<file path="config.mk">
export PLATFORM = sky130hd
export DESIGN_NAME = seef_spi_front
export DESIGN_NICKNAME = d
export VERILOG_FILES = /design/src/verilog/seef_pkg.sv /design/src/verilog/seef_spi_front.sv /design/src/verilog/seef_sync.sv /design/src/verilog/seef_fifo.sv
export SDC_FILE = /design/constraint.sdc
export NUM_CORES = 1
export LEC_CHECK = 0
export BUFFER_PORTS_ARGS = -buffer_cell sky130_fd_sc_hd__buf_2
export CAP_MARGIN = 40
export CORE_MARGIN = 2
export CORE_UTILIZATION = 55
export DETAILED_ROUTE_END_ITERATION = 6
export PLACE_DENSITY = 0.81
export REMOVE_ABC_BUFFERS = 1
export SYNTH_ARGS = -nofsm -noshare
export SYNTH_HDL_FRONTEND = slang
export SYNTH_SLANG_ARGS = --single-unit
export TNS_END_PERCENT = 50
</file>
<file path="constraint.sdc">
create_clock -name mclk -period 11.2 [get_ports mclk]
set_input_delay 2.24 -clock mclk [delete_from_list [all_inputs] [get_ports mclk]]
set_output_delay 2.24 -clock mclk [all_outputs]
set_load 0.05 [all_outputs]
</file>
<file path="src/verilog/seef_pkg.sv">
`default_nettype none
package seef_pkg;
  // Clock and write-cycle timing
  localparam int CLK_PERIOD_NS = 10;
  localparam int NS_PER_MS     = 1000000;
  localparam int TWC_STD_MS    = 6;
  localparam int TWC_FAST_MS   = 3;
  localparam int WC_W          = 20;
  localparam logic [WC_W-1:0] WC_STD_CYC  = WC_W'(TWC_STD_MS * NS_PER_MS / CLK_PERIOD_NS);
  localparam logic [WC_W-1:0] WC_FAST_CYC = WC_W'(TWC_FAST_MS * NS_PER_MS / CLK_PERIOD_NS);

  // Instruction codes
  localparam logic [7:0] OPC_SET_WEN = 8'h06;
  localparam logic [7:0] OPC_CLR_WEN = 8'h04;
  localparam logic [7:0] OPC_STAT_RD = 8'h05;
  localparam logic [7:0] OPC_STAT_WR = 8'h01;
  localparam logic [7:0] OPC_MEM_RD  = 8'h03;
  localparam logic [7:0] OPC_MEM_WR  = 8'h02;

  // Frame counts
  localparam logic [4:0] BYTE_LAST_BIT = 5'h07;
  localparam logic [4:0] ADDR_LAST_BIT = 5'h17;
  localparam logic [2:0] TX_LAST_BIT   = 3'h7;
  localparam int         MEM_ADDR_W    = 18;
  localparam int         FIFO_DEPTH    = 8;

  // Status byte, bit 7 down to bit 0
  typedef struct packed {
    logic       guard_pin_enable_bit;
    logic       id_page_select_bit;
    logic       fast_write_select_bit;
    logic       id_page_lock_bit;
    logic [1:0] block_protect;
    logic       write_enable_latch_bit;
    logic       busy;
  } seef_stat_s;
  localparam logic [7:0] STATUS_RST = 8'h00;

  typedef struct packed {
    logic sck;
    logic cs_n;
    logic si;
    logic hold_n;
    logic wp_n;
  } seef_pins_s;
  localparam logic [4:0] PINS_IDLE = 5'h0B;

  typedef enum logic [1:0] {
    WOP_LOAD   = 2'h0,
    WOP_COMMIT = 2'h1,
    WOP_ABORT  = 2'h2
  } seef_wop_e;

  typedef struct packed {
    seef_wop_e             op;
    logic                  id_page;
    logic [MEM_ADDR_W-1:0] addr;
    logic [7:0]            data;
  } seef_wr_s;

  typedef enum logic [7:0] {
    ST_IDLE   = 8'h01,
    ST_OPC    = 8'h02,
    ST_LATCH  = 8'h04,
    ST_ADDR   = 8'h08,
    ST_WDATA  = 8'h10,
    ST_SWR    = 8'h20,
    ST_OUT    = 8'h40,
    ST_IGNORE = 8'h80
  } seef_state_e;
endpackage
`default_nettype wire

</file>
<file path="src/verilog/seef_spi_front.sv">
//
// Contract
// [RULE1] Sample SI on every rising SCK edge, modes (0,0) and (1,1).
// [RULE2] Change SO on each falling SCK edge.
// [RULE3] Select high: SO undriven, standby; running write cycle still finishes.
// [RULE4] Select fall starts a fresh instruction, select rise ends the session.
// [RULE5] Protect pin high adds no restriction on writes.
// [RULE6] Protect pin low with guard bit set refuses status writes.
// [RULE7] Host toggles hold only while SCK is low.
// [RULE8] During hold, partial instruction, address and data position are kept.
// [RULE9] First eight bits after select fall form the instruction byte.
// [RULE10] Undefined instruction bytes are ignored for the whole session.
// [RULE11] 06 sets write enable, 04 clears it, 05 reads status.
// [RULE12] 01 writes status, 03 reads memory, 02 writes memory.
// [RULE13] Memory read: opcode, address, then stored bytes on SO.
// [RULE14] Memory write is rejected unless write enable is set.
// [RULE15] Page-select bit routes reads and writes to the identification page.
// [RULE16] Page-lock bit refuses identification page writes, reads stay allowed.
// [RULE17] Write cycle starts at select rise, standard time 6 ms.
// [RULE18] Fast-write bit shortens the write cycle to 3 ms.
// [RULE19] Host waits 0.1 ms after power-up before any transaction; the testbench selects 8 cycles after reset release.
// [RULE20] Busy bit is 1 during the write cycle, 0 afterwards.
// [RULE21] During the write cycle only the status read is accepted.
// [RULE22] Set-enable sets the enable bit, clear-enable resets it.
// [RULE23] All bytes travel most significant bit first.
// [RULE24] Incomplete sessions are discarded without changing memory or status.
`timescale 1ns/1ps
`default_nettype none
module seef_spi_front
  import seef_pkg::*;
#(
  parameter logic [WC_W-1:0] WC_STD_CYCLES  = WC_STD_CYC,
  parameter logic [WC_W-1:0] WC_FAST_CYCLES = WC_FAST_CYC,
  parameter int              WR_FIFO_DEPTH  = FIFO_DEPTH
)(
  input  wire logic                  mclk,
  input  wire logic                  reset_n,
  input  wire logic                  sck,
  input  wire logic                  cs_n,
  input  wire logic                  si,
  input  wire logic                  hold_n,
  input  wire logic                  wp_n,
  output logic                       so_o,
  output logic                       so_oe,
  output logic                       rd_req,
  output logic      [MEM_ADDR_W-1:0] rd_addr,
  output logic                       rd_id_page,
  input  wire logic [7:0]            rd_data,
  input  wire logic                  rd_valid,
  output logic                       wr_valid,
  input  wire logic                  wr_ready,
  output seef_wr_s                   wr_item,
  output logic      [7:0]            status_o
);
  seef_pins_s            pin_q;
  seef_state_e           state_reg, state_next;
  seef_stat_s            stat_reg, stat_next;
  seef_wr_s              push_item, push_data_reg, push_data_next;
  logic                  sck_prev_reg, cs_prev_reg;
  logic [7:0]            rx_reg, rx_next, opc_reg, opc_next;
  logic [4:0]            bcnt_reg, bcnt_next;
  logic [MEM_ADDR_W-1:0] addr_reg, addr_next;
  logic                  loaded_reg, loaded_next, ovr_reg, ovr_next;
  logic [7:0]            tx_sr_reg, tx_sr_next, nxt_reg, nxt_next;
  logic [2:0]            tx_cnt_reg, tx_cnt_next;
  logic                  tx_on_reg, tx_on_next, so_reg, so_next;
  logic                  rd_req_reg, rd_req_next;
  logic                  push_pend_reg, push_pend_next, push_req, wc_start;
  logic [WC_W-1:0]       wc_reg, wc_next;
  logic                  fifo_in_ready;
  logic [$bits(seef_wr_s)-1:0] fifo_out;

  seef_sync #(
    .W       ($bits(seef_pins_s)),
    .RST_VAL (PINS_IDLE)
  ) u_sync (
    .mclk    (mclk),
    .reset_n (reset_n),
    .d       ({sck, cs_n, si, hold_n, wp_n}),
    .q       (pin_q)
  );

  seef_fifo #(
    .WIDTH     ($bits(seef_wr_s)),
    .DEPTH     (WR_FIFO_DEPTH)
  ) u_fifo (
    .mclk      (mclk),
    .reset_n   (reset_n),
    .in_valid  (push_pend_reg),
    .in_ready  (fifo_in_ready),
    .in_data   (push_data_reg),
    .out_valid (wr_valid),
    .out_ready (wr_ready),
    .out_data  (fifo_out)
  );

  // Edge detection on the synchronised pins; hold freezes the serial engine
  wire       sel      = ~pin_q.cs_n;
  wire       run      = sel & pin_q.hold_n; // RULE8
  wire       cs_fall  = ~pin_q.cs_n & cs_prev_reg; // RULE4
  wire       cs_rise  = pin_q.cs_n & ~cs_prev_reg;
  wire       sck_rise = run & pin_q.sck & ~sck_prev_reg; // RULE1
  wire       sck_fall = run & ~pin_q.sck & sck_prev_reg; // RULE2
  wire [7:0] rx_in    = {rx_reg[6:0], pin_q.si}; // RULE23

  // Write permission and instruction decode
  wire       wen      = stat_reg.write_enable_latch_bit;
  wire       mem_ok   = wen & ~(stat_reg.id_page_select_bit & stat_reg.id_page_lock_bit); // RULE14 RULE16
  wire       pin_lock = ~pin_q.wp_n & stat_reg.guard_pin_enable_bit; // RULE5 RULE6
  wire       stat_ok  = wen & ~pin_lock;
  wire       is_read  = (opc_reg == OPC_MEM_RD);
  seef_state_e dec_state;
  assign dec_state =
    (stat_reg.busy && rx_in != OPC_STAT_RD) ? ST_IGNORE : // RULE21
    (rx_in == OPC_SET_WEN || rx_in == OPC_CLR_WEN) ? ST_LATCH : // RULE11
    (rx_in == OPC_STAT_RD) ? ST_OUT :
    (rx_in == OPC_STAT_WR) ? (stat_ok ? ST_SWR : ST_IGNORE) : // RULE12
    (rx_in == OPC_MEM_RD) ? ST_ADDR :
    (rx_in == OPC_MEM_WR) ? (mem_ok ? ST_ADDR : ST_IGNORE) :
    ST_IGNORE; // RULE10

  // Identification page wraps within its 256 bytes, the array over its full range
  wire [MEM_ADDR_W-1:0] addr_inc = stat_reg.id_page_select_bit
    ? {addr_reg[MEM_ADDR_W-1:8], addr_reg[7:0] + 8'h01}
    : addr_reg + 1'b1;
  wire [7:0] tx_src = is_read ? nxt_reg : stat_reg;
  wire [7:0] sw_val = rx_reg;
  wire       sw_both = sw_val[6] & sw_val[4];

  always_comb
  begin
    state_next     = state_reg;
    stat_next      = stat_reg;
    rx_next        = rx_reg;
    opc_next       = opc_reg;
    bcnt_next      = bcnt_reg;
    addr_next      = addr_reg;
    loaded_next    = loaded_reg;
    ovr_next       = ovr_reg;
    tx_sr_next     = tx_sr_reg;
    tx_cnt_next    = tx_cnt_reg;
    tx_on_next     = tx_on_reg;
    so_next        = so_reg;
    nxt_next       = rd_valid ? rd_data : nxt_reg;
    rd_req_next    = 1'b0;
    push_req       = 1'b0;
    push_item      = '0;
    wc_start       = 1'b0;
    push_pend_next = push_pend_reg;
    push_data_next = push_data_reg;
    wc_next        = wc_reg;
    if (cs_fall)
    begin
      state_next  = ST_OPC; // RULE4
      bcnt_next   = '0;
      loaded_next = 1'b0;
      ovr_next    = 1'b0;
      tx_on_next  = 1'b0;
      tx_cnt_next = '0;
    end
    else if (cs_rise)
    begin
      state_next = ST_IDLE;
      tx_on_next = 1'b0; // RULE3
      case (state_reg)
        ST_LATCH:
        begin
          if (opc_reg == OPC_SET_WEN)
            stat_next.write_enable_latch_bit = 1'b1; // RULE22
          else if (opc_reg == OPC_CLR_WEN)
            stat_next.write_enable_latch_bit = 1'b0; // RULE22
          else
          begin
            stat_next.guard_pin_enable_bit  = sw_val[7];
            stat_next.fast_write_select_bit = sw_val[5];
            stat_next.block_protect         = sw_val[3:2];
            if (!sw_both)
            begin
              stat_next.id_page_select_bit = sw_val[6];
              stat_next.id_page_lock_bit   = stat_reg.id_page_lock_bit | sw_val[4];
            end
            wc_start = 1'b1; // RULE17
          end
        end
        ST_WDATA:
        begin
          if (loaded_reg)
          begin
            push_req = 1'b1;
            if (bcnt_reg == '0 && !ovr_reg)
            begin
              push_item.op                 = WOP_COMMIT;
              wc_start                     = 1'b1; // RULE17
              stat_next.id_page_select_bit = 1'b0;
            end
            else
              push_item.op = WOP_ABORT; // RULE24
          end
        end
        ST_OUT:
        begin
          if (is_read)
            stat_next.id_page_select_bit = 1'b0;
        end
        default:
        begin
        end
      endcase
    end
    else if (sck_rise)
    begin
      rx_next   = rx_in; // RULE1
      bcnt_next = bcnt_reg + 1'b1;
      case (state_reg)
        ST_OPC:
        begin
          if (bcnt_reg == BYTE_LAST_BIT)
          begin
            opc_next   = rx_in; // RULE9
            bcnt_next  = '0;
            state_next = dec_state;
          end
        end
        ST_ADDR:
        begin
          addr_next = {addr_reg[MEM_ADDR_W-2:0], pin_q.si}; // RULE23
          if (bcnt_reg == ADDR_LAST_BIT)
          begin
            bcnt_next   = '0;
            state_next  = is_read ? ST_OUT : ST_WDATA;
            rd_req_next = is_read; // RULE13
          end
        end
        ST_WDATA:
        begin
          if (bcnt_reg == BYTE_LAST_BIT)
          begin
            bcnt_next         = '0;
            push_req          = 1'b1;
            push_item.op      = WOP_LOAD;
            push_item.id_page = stat_reg.id_page_select_bit; // RULE15
            push_item.addr    = addr_reg;
            push_item.data    = rx_in;
            loaded_next       = 1'b1;
            addr_next         = {addr_reg[MEM_ADDR_W-1:8], addr_reg[7:0] + 8'h01};
          end
        end
        ST_SWR:
        begin
          if (bcnt_reg == BYTE_LAST_BIT)
            state_next = ST_LATCH;
        end
        ST_LATCH:
          state_next = ST_IGNORE; // RULE24
        default:
        begin
        end
      endcase
    end
    else if (sck_fall && state_reg == ST_OUT)
    begin
      tx_on_next = 1'b1;
      if (tx_cnt_reg == '0)
      begin
        so_next     = tx_src[7]; // RULE2
        tx_sr_next  = {tx_src[6:0], 1'b0};
        tx_cnt_next = TX_LAST_BIT;
        if (is_read)
        begin
          addr_next   = addr_inc;
          rd_req_next = 1'b1; // RULE13
        end
      end
      else
      begin
        so_next     = tx_sr_reg[7]; // RULE23
        tx_sr_next  = {tx_sr_reg[6:0], 1'b0};
        tx_cnt_next = tx_cnt_reg - 1'b1;
      end
    end
    // Staging register in front of the write FIFO
    if (push_req)
    begin
      if (push_pend_reg && !fifo_in_ready)
        ovr_next = 1'b1;
      else
      begin
        push_pend_next = 1'b1;
        push_data_next = push_item;
      end
    end
    else if (fifo_in_ready)
      push_pend_next = 1'b0;
    // Self-timed write cycle
    if (wc_start)
    begin
      stat_next.busy = 1'b1; // RULE20
      wc_next = stat_reg.fast_write_select_bit ? WC_FAST_CYCLES : WC_STD_CYCLES; // RULE18
    end
    else if (stat_reg.busy)
    begin
      wc_next = wc_reg - 1'b1;
      if (wc_reg <= {{(WC_W-1){1'b0}}, 1'b1})
      begin
        stat_next.busy                   = 1'b0; // RULE20
        stat_next.write_enable_latch_bit = 1'b0;
      end
    end
  end

  always_ff @(posedge mclk)
  begin
    if (!reset_n)
    begin
      state_reg     <= ST_IDLE;
      stat_reg      <= STATUS_RST;
      sck_prev_reg  <= PINS_IDLE[4];
      cs_prev_reg   <= PINS_IDLE[3];
      rx_reg        <= '0;
      opc_reg       <= '0;
      bcnt_reg      <= '0;
      addr_reg      <= '0;
      loaded_reg    <= 1'b0;
      ovr_reg       <= 1'b0;
      tx_sr_reg     <= '0;
      tx_cnt_reg    <= '0;
      tx_on_reg     <= 1'b0;
      so_reg        <= 1'b0;
      nxt_reg       <= '0;
      rd_req_reg    <= 1'b0;
      push_pend_reg <= 1'b0;
      push_data_reg <= '0;
      wc_reg        <= '0;
    end
    else
    begin
      state_reg     <= state_next;
      stat_reg      <= stat_next;
      sck_prev_reg  <= pin_q.sck;
      cs_prev_reg   <= pin_q.cs_n;
      rx_reg        <= rx_next;
      opc_reg       <= opc_next;
      bcnt_reg      <= bcnt_next;
      addr_reg      <= addr_next;
      loaded_reg    <= loaded_next;
      ovr_reg       <= ovr_next;
      tx_sr_reg     <= tx_sr_next;
      tx_cnt_reg    <= tx_cnt_next;
      tx_on_reg     <= tx_on_next;
      so_reg        <= so_next;
      nxt_reg       <= nxt_next;
      rd_req_reg    <= rd_req_next;
      push_pend_reg <= push_pend_next;
      push_data_reg <= push_data_next;
      wc_reg        <= wc_next;
    end
  end

  assign so_o       = so_reg;
  assign so_oe      = run & tx_on_reg; // RULE3
  assign rd_req     = rd_req_reg;
  assign rd_addr    = addr_reg;
  assign rd_id_page = stat_reg.id_page_select_bit; // RULE15
  assign wr_item    = fifo_out;
  assign status_o   = stat_reg;
endmodule
`default_nettype wire

</file>
<file path="src/verilog/seef_sync.sv">
`timescale 1ns/1ps
`default_nettype none
module seef_sync
  import seef_pkg::*;
#(
  parameter int             W       = 1,
  parameter logic [W-1:0]   RST_VAL = '0
)(
  input  wire logic         mclk,
  input  wire logic         reset_n,
  input  wire logic [W-1:0] d,
  output logic      [W-1:0] q
);
  logic [W-1:0] meta_reg;

  always_ff @(posedge mclk)
  begin
    if (!reset_n)
    begin
      meta_reg <= RST_VAL;
      q        <= RST_VAL;
    end
    else
    begin
      meta_reg <= d;
      q        <= meta_reg;
    end
  end
endmodule
`default_nettype wire

</file>
<file path="src/verilog/seef_fifo.sv">
`timescale 1ns/1ps
`default_nettype none
module seef_fifo
  import seef_pkg::*;
#(
  parameter int WIDTH = 8,
  parameter int DEPTH = FIFO_DEPTH
)(
  input  wire logic             mclk,
  input  wire logic             reset_n,
  input  wire logic             in_valid,
  output logic                  in_ready,
  input  wire logic [WIDTH-1:0] in_data,
  output logic                  out_valid,
  input  wire logic             out_ready,
  output logic      [WIDTH-1:0] out_data
);
  localparam int AW = (DEPTH > 1) ? $clog2(DEPTH) : 1;

  logic [WIDTH-1:0] mem_q [DEPTH];
  logic [AW-1:0]    wptr_reg;
  logic [AW-1:0]    rptr_reg;
  logic [AW:0]      cnt_reg;
  wire              do_in  = in_valid & in_ready;
  wire              do_out = out_valid & out_ready;
  wire  [AW-1:0]    wptr_inc = (wptr_reg == AW'(DEPTH - 1)) ? '0 : wptr_reg + 1'b1;
  wire  [AW-1:0]    rptr_inc = (rptr_reg == AW'(DEPTH - 1)) ? '0 : rptr_reg + 1'b1;

  assign in_ready  = (cnt_reg != (AW + 1)'(DEPTH));
  assign out_valid = (cnt_reg != '0);
  assign out_data  = mem_q[rptr_reg];

  always_ff @(posedge mclk)
  begin
    if (do_in)
      mem_q[wptr_reg] <= in_data;
  end

  always_ff @(posedge mclk)
  begin
    if (!reset_n)
    begin
      wptr_reg <= '0;
      rptr_reg <= '0;
      cnt_reg  <= '0;
    end
    else
    begin
      if (do_in)
        wptr_reg <= wptr_inc;
      if (do_out)
        rptr_reg <= rptr_inc;
      if (do_in && !do_out)
        cnt_reg <= cnt_reg + 1'b1;
      else if (do_out && !do_in)
        cnt_reg <= cnt_reg - 1'b1;
    end
  end
endmodule
`default_nettype wire

</file>
==> flow_metrics.env <==
export IMPL_drtIter0Drc=1082
export IMPL_ys_ff_latch=385
export IMPL_die_h_um=175
export IMPL_drv_cap=0
export IMPL_setup_tns_final_ns=0
export IMPL_gr_total_overflow=0
export IMPL_synth_area_mux_share_pct=12.4
export IMPL_vias=10300
export IMPL_setup_violations_final=0
export IMPL_clock_latency_ns=0.53
export IMPL_synth_edff_count=232
export IMPL_final_setup_skew_ns=0.0228
export IMPL_yosysSeqAreaShare_pct=62.4
export IMPL_reg2reg_setup_slack_ns=8.02
export IMPL_critPathKind="flop to output pin"
export IMPL_use_met2_pct=39.3
export IMPL_synth_top_family_by_area="simple AND/OR/NAND/NOR gates"
export IMPL_numCtsBuffers=38
export IMPL_hold_viol_final=0
export IMPL_placedInstanceArea_um2=16800
export IMPL_postCtsHoldBufs=0
export IMPL_gp_congestion=0.905
export IMPL_cts_resized=0
export IMPL_drt_vias_per_instance=6.13
export IMPL_synthAdderAreaFrac_pct=1.37
export IMPL_rows=62
export IMPL_synth_compound_area_share_pct=7.05
export IMPL_final_period_utilization_pct=46.9
export IMPL_wire_per_inst_um=21.0
export IMPL_rsz0062_at_grt="false"
export IMPL_ios=77
export IMPL_drive_gt1_share_pct=21.0
export IMPL_path_max_fanout=38
export IMPL_antenna_found_initial=0
export IMPL_critical_path_required_ns=8.96
export IMPL_cts_buffer_depth=3
export IMPL_num_nets_final=1305
export IMPL_instances_no_fill=1685
export IMPL_yosysWarnings=0
export IMPL_p_leak_nw=6.77
export IMPL_met3_usage_pct=3.39
export IMPL_total_power_mw=3.01
export IMPL_grt_pass1_vias=10100
export IMPL_ir_drop_v=0.000113
export IMPL_mostFrequentLayoutCells="edfxtp_1, dfxtp_1, nand2_1"
export IMPL_tightest_slew_ns=0.987
export IMPL_area_growth_pct=12.7
export IMPL_cp_arrival_ns=3.02
export IMPL_startpoint_type="flop"
export IMPL_synth_distinct_cells=76
export IMPL_grt_total_usage_pct=23.2
export IMPL_fin_area_um2=18100
export IMPL_grt_pass1_wl_mm=55.9
export IMPL_yosys_most_used_dff="edfxtp_1"
export IMPL_hp_class="flop to flop"
export IMPL_core_um2=28800
export IMPL_ant_nets=0
export IMPL_postCtsSetupBuffers=0
export IMPL_synth_xor_area_share_pct=1.63
export IMPL_hpwlAfterDp_mm=20.9
export IMPL_async_flop_share_pct=0
export IMPL_initial_core_util_pct=55.9
export IMPL_placed_cells=1615
export IMPL_final_common_cell="edfxtp_1"
export IMPL_synthSimpleGateAreaFrac_pct=12.7
export IMPL_drt_first_pass_iters=5
export IMPL_chipWidth_um=175
export IMPL_dieArea_um2=30600
export IMPL_cp_end_kind="output pin"
export IMPL_fin_hold_ws_ns=0.404
export IMPL_grt_max_degree=59
export IMPL_avgSynthCellArea_um2=13.3
export IMPL_synthesis_instances=1213
export IMPL_synth_area_um2=16100
export IMPL_clk_pin_slew_ns=0.07
export IMPL_finalCriticalPeriod_ns=5.26
export IMPL_largest_reg_flops=232
export IMPL_outcome="finished clean"
export IMPL_root_buffer="clkbuf_16"
export IMPL_drc=0
export IMPL_use_met1_pct=31.1
export IMPL_htree_levels=2
export IMPL_busiest_layer="met2"
export IMPL_final_max_slew_viol_count=0
export IMPL_antenna_cells=0
export IMPL_cts_sinks=385
export IMPL_io_buffers=76
export IMPL_fmax_mhz=190
export IMPL_routed_wl_mm=35.4
export IMPL_maxSlewHeadroom_pct=34.2
export IMPL_cts_tree="yes"
export IMPL_powerDensity_nw_per_um2=166
-- worst paths after layout --
path / start / end / cells past startpoint
max: flop / wr_item[10] / 4
min: u_sync.meta_reg[3]$_SDFF_PN1_ / u_sync.q[3]$_SDFF_PN1_ / 1
max reg2reg: state_reg[1]$_SDFFE_PN0P_ / push_data_reg[27]$_SDFFE_PN0P_ / 5
min reg2reg: u_sync.meta_reg[3]$_SDFF_PN1_ / u_sync.q[3]$_SDFF_PN1_ / 1
-- critical path: stages, from the launching register on --
cell,delay (ns)
dfxtp_4,0.62
buf_4,0.69
mux4_2,0.63
mux2_2,0.30
buf_2,0.21
-- cells in the mapped netlist, drive strengths merged, types with 4 or more instances --
library cell	n	share of area, %
or3	7	0.27
mux4	58	8.1
mux2i	34	2.1
nor2b	4	0.16
nor3	34	1.1
or4	11	0.51
xnor2	20	1.1
or4b	4	0.25
nand3	20	0.62
a31oi	7	0.27
a41oi	4	0.22
clkbuf	48	1.1
and3	7	0.27
o21ai	43	1.3
nand2	94	2.2
inv	18	0.42
dfxtp	153	19
nor4	16	0.75
a211o	8	0.44
and2	8	0.31
nor2	91	2.1
buf	27	0.90
nand2b	13	0.51
xor2	10	0.54
nor3b	6	0.28
nand4	40	1.6
o211ai	5	0.23
nor4b	5	0.37
a21oi	57	1.8
edfxtp	232	43
o31ai	8	0.37
o32ai	6	0.33
or2	6	0.23
a211oi	8	0.37
mux2	31	2.2
ha	16	1.2
-- where the power goes --
group          switching [mW]  total [mW]  internal [mW]
registers              0.0211        1.52           1.50
logic                   0.110       0.190         0.0800
clock network           0.531        1.31          0.777
total                   0.661        3.01           2.35
-- cell type report --
cell class	count	area (um2)
Multi-Input combinational cell	734	5700
Tap cell	384	480
Inverter	19	71.3
Timing Repair Buffer	93	526
Clock inverter	19	208
Clock buffer	51	1110
Fill cell	2067	10600
Sequential cell	385	10000
-- through the flow --
stage	utilization [%]	setup slack (ns)
final	63.0	5.94
after global routing	63.0	5.73
after CTS	63.0	5.84
after detailed placement	58.4	6.44
after global placement	58.3	6.51
after floorplan	-	5.43
-- kinds of logic after synthesis --
| logic type | count (synthesis) |
|---|---|
| mux | 123 |
| compound gates | 178 |
| fa+ha+maj | 17 |
| simple gates | 386 |
| buf+inv | 94 |
| flops | 385 |
| xor+xnor | 30 |
-- metal layers --
layer	vias up	wire, um	share of wire [%]
met2	413	17400	49
met1	5076	14600	41
met4	0	986	2.8
met3	81	2370	6.7
met5	-	0	0
li1	4761	-	-
Note: power is estimated with default switching activity, not from simulation.
